$ cat src/clkdist_pkg.sv
// constants for the output clock distribution block
// assumes source clocks arrive as plain levels sampled by the 25 MHz clock
package clkdist_pkg;
  localparam int NSRC = 7;
  localparam int NDIV = 11;
  localparam int CDW  = 12;
  localparam int SDW  = 20;
  localparam int DLYW = 8;
  // source vector positions
  localparam logic [2:0] SRC_PLL_C   = 3'h0;
  localparam logic [2:0] SRC_PLL_B   = 3'h1;
  localparam logic [2:0] SRC_PLL_A   = 3'h2;
  localparam logic [2:0] SRC_PLL_A2  = 3'h3;
  localparam logic [2:0] SRC_CRYSTAL = 3'h4;
  localparam logic [2:0] SRC_REF     = 3'h5;
  localparam logic [2:0] SRC_OSC_C   = 3'h6;
  localparam logic [1:0] SEL3_OSC_C  = 2'h3;
  // single-ended pin modes
  localparam logic [1:0] POL_TRUE = 2'h0;
  localparam logic [1:0] POL_INV  = 2'h1;
  localparam logic [1:0] POL_HIZ  = 2'h2;
  localparam logic [1:0] POL_LOW  = 2'h3;
  // differential formats
  localparam logic [2:0] FMT_OFF     = 3'h0;
  localparam logic [2:0] FMT_LVPECL  = 3'h1;
  localparam logic [2:0] FMT_HS_DIFF = 3'h2;
  localparam logic [2:0] FMT_LVDS    = 3'h3;
  localparam logic [2:0] FMT_HCSL    = 3'h4;
  // channel to divider map, channel 15 first
  localparam logic [15:0][3:0] CH_DIV = {4'ha, 4'h9, 4'h8, 4'h8, 4'h7, 4'h7, 4'h6, 4'h6,
                                         4'h5, 4'h5, 4'h4, 4'h4, 4'h3, 4'h2, 4'h1, 4'h0};
  localparam logic [10:0] SD_CAP = 11'h7f3;
  // aux select to divider, select 6 first
  localparam logic [6:0][3:0] AUX_DIV = {4'h8, 4'h7, 4'h6, 4'h5, 4'h4, 4'h1, 4'h0};
endpackage

$ cat src/clkdist.sv
// output clock distribution: muxes, dividers, sync, delay, drivers
// assumes PLL clocks are slow enough to be sampled by the 25 MHz clock
`timescale 1ns/1ns
module clkdist (
  // clock and reset
  input  wire logic                  clock,
  input  wire logic                  rst,
  // source clocks and lock flags, asynchronous
  input  wire logic                  pll_c_clk,
  input  wire logic                  pll_b_clk,
  input  wire logic                  pll_a_clk,
  input  wire logic                  pll_a_sec_clk,
  input  wire logic                  crystal_ref_clk,
  input  wire logic                  ref_in_clk,
  input  wire logic                  osc_c_clk,
  input  wire logic                  pll_a_lock,
  input  wire logic                  pll_b_lock,
  input  wire logic                  pll_c_lock,
  // sync controls
  input  wire logic                  sync_pin,
  input  wire logic                  sync_sw,
  input  wire logic                  sync_master_en,
  input  wire logic [10:0]           div_sync_en,
  // source selection
  input  wire logic [2:0]            sel_ch0,
  input  wire logic [2:0]            sel_ch1,
  input  wire logic [1:0]            sel_ch2_3,
  input  wire logic [1:0]            sel_ch14_15,
  input  wire logic                  sel_ch4_7,
  input  wire logic                  sel_ch8_13,
  input  wire logic                  pll_c_post_bypass,
  // dividers and delays
  input  wire logic [10:0][11:0]     chan_div_value,
  input  wire logic [10:0][19:0]     sysref_div_value,
  input  wire logic [10:0]           sysref_en,
  input  wire logic [10:0][7:0]      static_dly,
  input  wire logic [10:0][7:0]      sysref_dly,
  // drivers
  input  wire logic [15:0][2:0]      out_fmt,
  input  wire logic [15:0]           mute_en,
  input  wire logic [1:0]            cmos_mode,
  input  wire logic [1:0][1:0]       pol_p,
  input  wire logic [1:0][1:0]       pol_n,
  // aux replication
  input  wire logic                  aux_one_en,
  input  wire logic [2:0]            aux_one_sel,
  input  wire logic                  aux_two_en,
  input  wire logic [2:0]            aux_two_sel,
  // outputs
  output logic [15:0]                out_p,
  output logic [15:0]                out_n,
  output logic [15:0]                out_p_oe,
  output logic [15:0]                out_n_oe,
  output logic                       aux_io_one,
  output logic                       aux_io_one_oe,
  output logic                       aux_io_two,
  output logic                       aux_io_two_oe,
  output logic [10:0]                div_pwr_dn
);

  typedef struct packed {
    logic [6:0]            src1;
    logic [6:0]            src2;
    logic [6:0]            src3;
    logic [2:0]            lk1;
    logic [2:0]            lk2;
    logic                  syn1;
    logic                  syn2;
    logic [10:0][11:0]     cnt;
    logic [10:0][19:0]     scnt;
    logic [10:0][7:0]      dly;
    logic [10:0][7:0]      sdly;
    logic [10:0]           cd;
    logic [10:0]           sd;
    logic [10:0]           pd;
    logic [15:0]           op;
    logic [15:0]           on;
    logic [15:0]           oep;
    logic [15:0]           oen;
    logic                  ax1;
    logic                  ax2;
  } state_t;

  state_t st_q;
  state_t st_d;

  logic [10:0][2:0] si;
  logic [10:0]      lvl;
  logic [10:0]      edg;
  logic [10:0]      ok;
  logic [10:0]      byp;
  logic [10:0]      rstk;
  logic [10:0]      dv;
  logic             sync_on;

  // high phase of a divide-by-n count
  function automatic logic hi_phase(input logic [19:0] c, input logic [19:0] n);
    logic [20:0] h;
    h = ({1'b0, n} + 21'h1) >> 1;
    return {1'b0, c} < h;
  endfunction

  // next count modulo n
  function automatic logic [19:0] wrap(input logic [19:0] c, input logic [19:0] n);
    return (c >= n - 20'h1) ? 20'h0 : c + 20'h1;
  endfunction

  // lock state of a source
  function automatic logic src_ok(input logic [2:0] s, input logic [2:0] lk);
    case (s)
      clkdist_pkg::SRC_PLL_C, clkdist_pkg::SRC_OSC_C: return lk[2];
      clkdist_pkg::SRC_PLL_B:                         return lk[1];
      clkdist_pkg::SRC_PLL_A, clkdist_pkg::SRC_PLL_A2: return lk[0];
      default:                                         return 1'b1;
    endcase
  endfunction

  // single-ended pin drive, returns {oe, level}
  function automatic logic [1:0] se_drive(input logic [1:0] m, input logic c);
    case (m)
      clkdist_pkg::POL_TRUE: return {1'b1, c};
      clkdist_pkg::POL_INV:  return {1'b1, ~c};
      clkdist_pkg::POL_HIZ:  return 2'b00;
      default:               return 2'b10;
    endcase
  endfunction

  always_comb begin
    logic       act;
    logic       sde;
    logic       cdr;
    logic       cdo;
    logic [1:0] dp;
    logic [1:0] dn;
    logic [3:0] k;
    act = 1'b0;
    sde = 1'b0;
    cdr = 1'b0;
    cdo = 1'b0;
    dp  = 2'b00;
    dn  = 2'b00;
    k   = 4'h0;
    st_d = st_q;
    st_d.src1 = {osc_c_clk, ref_in_clk, crystal_ref_clk, pll_a_sec_clk, pll_a_clk, pll_b_clk, pll_c_clk};
    st_d.src2 = st_q.src1;
    st_d.src3 = st_q.src2;
    st_d.lk1  = {pll_c_lock, pll_b_lock, pll_a_lock};
    st_d.lk2  = st_q.lk1;
    st_d.syn1 = sync_pin;
    st_d.syn2 = st_q.syn1;
    sync_on = sync_master_en & (st_q.syn2 | sync_sw);
    for (int d = 0; d < clkdist_pkg::NDIV; d++) begin
      // source selectors
      if (d < 2) begin
        si[d] = (d == 0) ? sel_ch0 : sel_ch1;
        if (si[d] > clkdist_pkg::SRC_REF) si[d] = clkdist_pkg::SRC_REF;
      end else if (d < 4) begin
        si[d] = (sel_ch2_3 > 2'h2) ? clkdist_pkg::SRC_PLL_A : {1'b0, sel_ch2_3};
      end else if (d < 9) begin
        si[d] = (d < 6) ? {2'b00, sel_ch4_7} : {2'b00, sel_ch8_13};
      end else if (sel_ch14_15 == clkdist_pkg::SEL3_OSC_C) begin
        si[d] = pll_c_post_bypass ? clkdist_pkg::SRC_OSC_C : clkdist_pkg::SRC_PLL_C;
      end else begin
        si[d] = {1'b0, sel_ch14_15};
      end
      lvl[d] = st_q.src2[si[d]];
      edg[d] = st_q.src2[si[d]] & ~st_q.src3[si[d]];
      ok[d]  = src_ok(si[d], st_q.lk2);
      // power-down when no channel of the divider is enabled
      act = 1'b0;
      for (int c = 0; c < 16; c++) begin
        // single-ended driver is off when both pins are hi-z or low
        if (c < 2 && cmos_mode[c]) begin
          if (clkdist_pkg::CH_DIV[c] == d[3:0] && (pol_p[c] < clkdist_pkg::POL_HIZ
              || pol_n[c] < clkdist_pkg::POL_HIZ)) act = 1'b1;
        end else if (clkdist_pkg::CH_DIV[c] == d[3:0] && out_fmt[c] != clkdist_pkg::FMT_OFF) begin
          act = 1'b1;
        end
      end
      st_d.pd[d] = ~act;
      byp[d]  = chan_div_value[d] <= 12'h1;
      rstk[d] = ~act | (sync_on & div_sync_en[d] & ~byp[d]);
      sde = sysref_en[d] & clkdist_pkg::SD_CAP[d];
      cdr = 1'b0;
      if (rstk[d]) begin
        // preload so the first edge starts a full period
        st_d.cnt[d]  = chan_div_value[d] - 12'h1;
        st_d.scnt[d] = sysref_div_value[d] - 20'h1;
        st_d.dly[d]  = '0;
        st_d.sdly[d] = '0;
        st_d.cd[d]   = 1'b0;
        st_d.sd[d]   = 1'b0;
      end else if (edg[d] && st_q.dly[d] < static_dly[d]) begin
        st_d.dly[d] = st_q.dly[d] + 8'h1;
      end else if (edg[d]) begin
        if (byp[d]) begin
          cdr = 1'b1;
        end else begin
          st_d.cnt[d] = 12'(wrap({8'h0, st_q.cnt[d]}, {8'h0, chan_div_value[d]}));
          st_d.cd[d]  = hi_phase({8'h0, st_d.cnt[d]}, {8'h0, chan_div_value[d]});
          cdr = st_d.cd[d] & ~st_q.cd[d];
        end
      end
      // sysref divider clocked by channel divider rises
      if (!rstk[d] && sde && cdr) begin
        if (st_q.sdly[d] < sysref_dly[d]) begin
          st_d.sdly[d] = st_q.sdly[d] + 8'h1;
        end else begin
          st_d.scnt[d] = wrap(st_q.scnt[d], sysref_div_value[d]);
          st_d.sd[d]   = hi_phase(st_d.scnt[d], sysref_div_value[d]);
        end
      end
      cdo = byp[d] ? (lvl[d] & ~rstk[d]) : st_d.cd[d];
      if (sde && sysref_div_value[d] > 20'h1) dv[d] = st_d.sd[d];
      else dv[d] = cdo;
    end
    // output drivers
    for (int c = 0; c < 16; c++) begin
      k = clkdist_pkg::CH_DIV[c];
      if (c < 2 && cmos_mode[c]) begin
        if (mute_en[c] && !ok[k]) begin
          dp = 2'b10;
          dn = 2'b10;
        end else begin
          dp = se_drive(pol_p[c], dv[k]);
          dn = se_drive(pol_n[c], dv[k]);
        end
      end else if (out_fmt[c] == clkdist_pkg::FMT_OFF) begin
        dp = 2'b00;
        dn = 2'b00;
      end else if (mute_en[c] && !ok[k]) begin
        dp = 2'b10;
        dn = 2'b10;
      end else begin
        dp = {1'b1, dv[k]};
        dn = {1'b1, ~dv[k]};
      end
      st_d.oep[c] = dp[1];
      st_d.op[c]  = dp[0];
      st_d.oen[c] = dn[1];
      st_d.on[c]  = dn[0];
    end
    st_d.ax1 = aux_one_en & st_d.sd[clkdist_pkg::AUX_DIV[aux_one_sel > 3'h6 ? 3'h6 : aux_one_sel]];
    st_d.ax2 = aux_two_en & st_d.sd[clkdist_pkg::AUX_DIV[aux_two_sel > 3'h6 ? 3'h6 : aux_two_sel]];
  end

  always_ff @(posedge clock or posedge rst) begin
    if (rst) st_q <= '0;
    else st_q <= st_d;
  end

  assign out_p         = st_q.op;
  assign out_n         = st_q.on;
  assign out_p_oe      = st_q.oep;
  assign out_n_oe      = st_q.oen;
  assign aux_io_one    = st_q.ax1;
  assign aux_io_one_oe = aux_one_en;
  assign aux_io_two    = st_q.ax2;
  assign aux_io_two_oe = aux_two_en;
  assign div_pwr_dn    = st_q.pd;

  logic [12:0] per_q;
  logic        seen_q;
  logic        rise2;
  assign rise2 = st_d.cd[2] & ~st_q.cd[2];
  always_ff @(posedge clock or posedge rst) begin
    if (rst) begin
      per_q  <= 13'h0;
      seen_q <= 1'b0;
    end else if (rstk[2] || byp[2]) begin
      per_q  <= 13'h0;
      seen_q <= 1'b0;
    end else if (rise2) begin
      per_q  <= 13'h0;
      seen_q <= 1'b1;
    end else if (edg[2]) begin
      per_q  <= per_q + 13'h1;
    end
  end
endmodule

$ cat config.mk
export PLATFORM = sky130hd
export DESIGN_NAME = clkdist
export DESIGN_NICKNAME = d
export VERILOG_FILES = /design/src/clkdist_pkg.sv /design/src/clkdist.sv
export SDC_FILE = /design/constraint.sdc
export NUM_CORES = 2
export LEC_CHECK = 0
export BUFFER_PORTS_ARGS = -buffer_cell sky130_fd_sc_hd__buf_2
export CORE_ASPECT_RATIO = 0.75
export CORE_UTILIZATION = 50
export DETAILED_ROUTE_END_ITERATION = 7
export GPL_TIMING_DRIVEN = 1
export PLACE_DENSITY = 0.7
export SLEW_MARGIN = 20
export SYNTH_ARGS = -nofsm -noshare
export SYNTH_HDL_FRONTEND = slang
export SYNTH_SLANG_ARGS = --single-unit
$ cat constraint.sdc
create_clock -name clock -period 26 [get_ports clock]
set_clock_uncertainty 0.1 [all_clocks]
set_input_delay 2.6 -clock clock [delete_from_list [all_inputs] [get_ports clock]]
set_output_delay 2.6 -clock clock [all_outputs]
set_load 0.02 [all_outputs]
-- After elaboration in Yosys (flattened, before gate mapping)
Memory sizes are Yosys's and may differ from the RTL's.
Index checks and enable logic that the tools add are counted.
- register bits after elaboration: 600
- latch bits: 0
- RAM bits: 0
- bits in read-only memories: 64
- input port bits: 660
- output and inout bits: 79
- memories: 2
- memories (name ; words ; bits a word ; read ports ; clocked after memory_dff ; wr ports ; line ; RTL):
    (no name shown) ; 8 ; 4 ; 1 ; 0 ; 0 ; clkdist.sv:244 ; st_d.ax2 = aux_two_en & st_d.sd[clkdist_pkg::AUX_DIV[aux_two_sel > 3'h6 ? 3'h6 : aux_two_sel]];
    (no name shown) ; 8 ; 4 ; 1 ; 0 ; 0 ; clkdist.sv:243 ; st_d.ax1 = aux_one_en & st_d.sd[clkdist_pkg::AUX_DIV[aux_one_sel > 3'h6 ? 3'h6 : aux_one_sel]];
- add/sub/neg operators: 91
- $mul: 0
- div/mod/pow operators: 0
- $lt $le $gt $ge: 99
- equal/unequal tests: 47
- shift operators: 0
- multiplexer cells: 408
- bitwise operators: 122
- reductions and logical operators: 154
- operator list (operator ; number):
    2-to-1 mux 20 bit ; 36
    2-to-1 mux 12 bit ; 55
    2-to-1 mux 8 bit ; 49
    >= comparator 12 x 20 -> 1 bit ; 11
    2-to-1 mux 1 bit ; 199
    adder 20 x 1 -> 21 bit, second input constant ; 9
    adder 20 x 1 -> 20 bit, second input constant ; 9
    >= comparator 20 bit ; 9
    greater-than comparator 20 x 1 -> 1 bit, second input constant ; 9
    less-than comparator 20 bit ; 9
    subtractor 20 x 1 -> 20 bit, second input constant ; 9
    adder 8 x 1 -> 8 bit, second input constant ; 20
    less-than comparator 8 bit ; 20
    adder 12 x 1 -> 13 bit, second input constant ; 11
    subtractor 12 x 1 -> 13 bit, second input constant ; 11
    adder 12 x 1 -> 12 bit, second input constant ; 11
    less-or-equal comparator 12 x 1 -> 1 bit, second input constant ; 11
    less-than comparator 12 bit ; 11
    subtractor 12 x 1 -> 12 bit, second input constant ; 11
    2-to-1 mux 2 bit ; 41
    logical NOT 3 bit ; 22
    inverter 1 bit ; 59
    logical AND 1 bit ; 54
    bitwise AND 1 bit ; 51
    30 further kinds ; 184

-- Depth between registers and ports, before layout
- depth in word-level cells: 16
- depth in mapped cells: 28

-- Worst setup path before layout
OpenSTA, ideal clock, no wires.
- path kind: input to register
- start: in chan_div_value[86] (netlist bit)
- end: reg st_q, in the netlist aux_io_one
- library setup time: 0.134 ns
- arrival: 8.067 ns
- slack: 17.699 ns
- stages: 27
- buffers on the path: 4
- path through: clkbuf_1 nor2_1 nand2_1 or3_1 or3_1 nor3_1 xnor2_1 ha_1 nand3_1 nor4_1 o31a_1 clkbuf_1 clkbuf_1 nor2_1 ha_1 a211oi_1 o21bai_1 a2111oi_0 o21ai_0 o21ai_0 nor4bb_1 and3_1 clkbuf_1 mux2i_1 o41ai_1 a41oi_1 a32oi_1
- RTL lines (what ; line ; RTL):
    start: declaration ; clkdist.sv:33 ; input wire logic [10:0][11:0] chan_div_value,
    end signal: assignment ; clkdist.sv:249 ; else st_q <= st_d;
    end: declaration ; clkdist.sv:84 ; state_t st_q;

==> impl_metrics.yaml <==
clocking:
  root_buffer: "clkbuf_16"
  numCtsBuffers: 72
  cts.sinks: 586
  htreeDepth: 3
  path_clk_slew_ns: 0.06
  cts_tree: "built"
  clock_latency_ns: 0.69
  postCtsSetupBuffers: 0
  clockBufferDepth: 3
  ctsHoldBuffers: 0
  cts_resized: 0
final_layout:
  fill_cells: 11200
  drive_gt1_share_pct: 11.5
  multi_input_area_mm2: 0.0431
  regArea_mm2: 0.0147
  areaGrowthSynthToFinish_pct: 11.2
  finalNetCount: 9502
die:
  dieHeight_um: 303
  placeableCoreArea_mm2: 0.120
  io_pins: 739
  num_rows: 110
  dieArea_mm2: 0.123
  die_width_um: 404
  initial_utilization_pct: 50.5
yosys:
  synthTopCellsByArea: "dfrtp_1 (24%), ha_1 (18%), xor2_1 (7.0%), xnor2_1 (5.8%), nor2_1 (4.7%)"
  syn_nets: 9080
  synth_cell_types: 81
  synth_most_common_cell: "ha_1"
  yosysTopAreaCell: "dfrtp_1"
  synth-edff-count: 0
  ys_warn_count: 0
  synth_ff_type: "dfrtp_1"
  netlist_instances: 7570
  synth-seq-cells: 586
  synth_area_mm2: 0.0606
  synth.yosys.seq_area_share_pct: 24.2
  synth_top_area_share_pct: 24.2
  syn_area_per_cell_um2: 8.00
  synth_common_cells: "ha_1 (850), nor2_1 (765), nand2_1 (747), dfrtp_1 (586), xor2_1 (481)"
  async_flop_share_pct: 100
place:
  dpl.hpwl_um: 140000
  port_buffers: 680
  dp_worst_setup_slack_ns: 16.20
  gp_congestion: 0.947
detailed_routing:
  drtAntennaViolNets: 0
  drt_iter0_drc: 4900
  vias: 56000
  drc: 0
  dr.pass1.iters: 6
  drt_wl_total_um: 177000
  routed_via_density: 5.77
  wl_per_cell_um: 18.3
global_routing:
  grt_pass1_vias: 52300
  grtUsageTotal_pct: 28.2
  grt_antenna_before_repair: 68
  grt_first_pass_wirelength_um: 281000
  grt_max_degree: 99
  overflow: 0
worst_setup_path:
  path_max_fanout: 41
  slowest_delay_ns: 0.75
  setup.worst_path.start_class: "input port"
  slowest_stage: "o31a_1"
  crit_buf_inv: 3
  required_ns: 26.44
  path_class: "input port to flip-flop"
  arrival_ns: 9.52
  cpMostUsedCell: "ha_1"
  end_kind: "flip-flop"
  cp_top_family: "compound AO/OA/AOI/OAI gates"
timing:
  setup_ws_ns: 16.92
  fin_crit_sh_pct: 34.9
  max_freq_mhz: 110
  tightest_slew_ns: 1.09
  fin_setup_tns_ns: 0
  finalCriticalPeriod_ns: 9.08
  relSlewSlack_pct: 25.8
  finalSetupViolations: 0
  drv_slew: 0
  hold_slack_ns: 0.251
  rsz0062_at_grt: "false"
  hold_viol: 0
pwr:
  p_comb_share_pct: 37.9
  p_sw_share_pct: 38.4
  peakVddDrop_mv: 0.0498
  net-switching-power_mw: 1.40
  leakage_nw: 30.3
  p_per_area_mw_per_mm2: 54.1
  power.internal_mw: 2.25
  clockPowerShare_pct: 29.8
  seqPwrFrac_pct: 32.2
flow_run:
  cap_violations: 0
min_path:
  hp-class: "flip-flop to flip-flop"
status:
  status: "finished clean"
[state kept, by name, summed over array words and instances (netlist names)]
name	cells
st_q	505
st_d	18
out_n	16
out_n_oe	16
out_p	16
div_pwr_dn	11
out_p_oe	2
aux_io_one	1
aux_io_two	1
[final cells by class]
type	instances	share of cell area (%)
tap	1624	3.02
clock buffer	96	3.05
timing repair buffer	740	5.72
sequential	586	21.8
inverter	301	1.69
antenna	41	0.152
multi-input combinational	6291	64.0
clock inverter	30	0.629
[placed cells by master, fill, tap and decap left out, types with 13 or more instances in the layout]
cell type  Yosys  layout
ha_1         850     850
or4_1         27      27
o211ai_1      71      71
and3_1       193     193
dfrtp_1      586     586
xnor2_1      402     402
buf_4         80      59
nor3_1       220     219
o21a_1        25      24
nand3b_1      17      17
o21ai_1       25      27
xor2_1       481     481
nor2_1       765     765
nor2b_1      104     103
diode_2        0      41
clkbuf_16      0      76
a211oi_1     153     151
buf_2          7     680
nor4_1        69      69
o31ai_1       64      63
and2_1        39      39
o21bai_1      13      13
and4_1        28      28
a21o_1       133     133
or2_2         16      16
nand4_1      165     165
nand2b_1      52      52
a211o_1       19      19
a2111oi_0     19      19
a31oi_1       26      23
o21ai_0      432     427
inv_1        301     300
nand3_1      379     379
or3_1         76      76
o311a_1       23      23
nor3b_1       22      22
nand2_1      747     745
mux2i_1       85      84
a21oi_1      394     393
[through the flow]
stage               util [%]  std cells  instance area (um2)  total power [mW]
global placement        54.0       9542                64800              2.49
global route            56.1       9697                67400              3.92
detailed placement      54.0       9542                64800              2.54
finish                  56.1       9709                67400              3.65
floorplan                  -       7570                60600              2.15
CTS                     56.1       9668                67300              3.65
[power groups by stage]
stage | combinational [mW] | sequential, mW | clock, mW
2_1_floorplan | 1.00 | 1.14 | 0
3_3_place_gp | 1.31 | 1.18 | 0
3_5_place_dp | 1.36 | 1.18 | 0
4_1_cts | 1.37 | 1.17 | 1.11
5_1_grt | 1.57 | 1.19 | 1.15
6_report | 1.38 | 1.18 | 1.09
[kinds of logic (layout without fill, tap and decap cells)]
logic type	after synthesis	after routing	synth area share, %
fa+ha+maj	850	850	17.6
other cells	0	41	0
xor+xnor	883	883	12.8
buf+inv	693	1167	4.84
mux	99	99	1.70
flops	586	586	24.2
compound gates	1509	1509	15.5
simple gates	2950	2950	23.4
[metal layers]
metal	track usage, %	up-vias	part of all wire, %
met5	0	-	0.21
li1	-	27800	-
met1	40.3	26400	47
met3	5.37	306	6.6
met2	43.0	1464	43
met4	8.22	52	2.7
[final timing paths]
check / cells past startpoint / startpoint / slack (ns) / to
setup / recovery: 26 / chan_div_value[84] / 16.92 / aux_io_one
hold / removal: 0 / st_d[644] / 0.25 / st_d[637]
setup reg to reg: 21 / st_q[495] / 19.49 / out_n[0]
hold reg to reg: 0 / st_d[644] / 0.25 / st_d[637]
max in group asynchronous: 5 / rst / 21.12 / out_p[3]
min in group asynchronous: 2 / rst / 1.95 / st_q[77]
(Power assumes the default switching activity.)
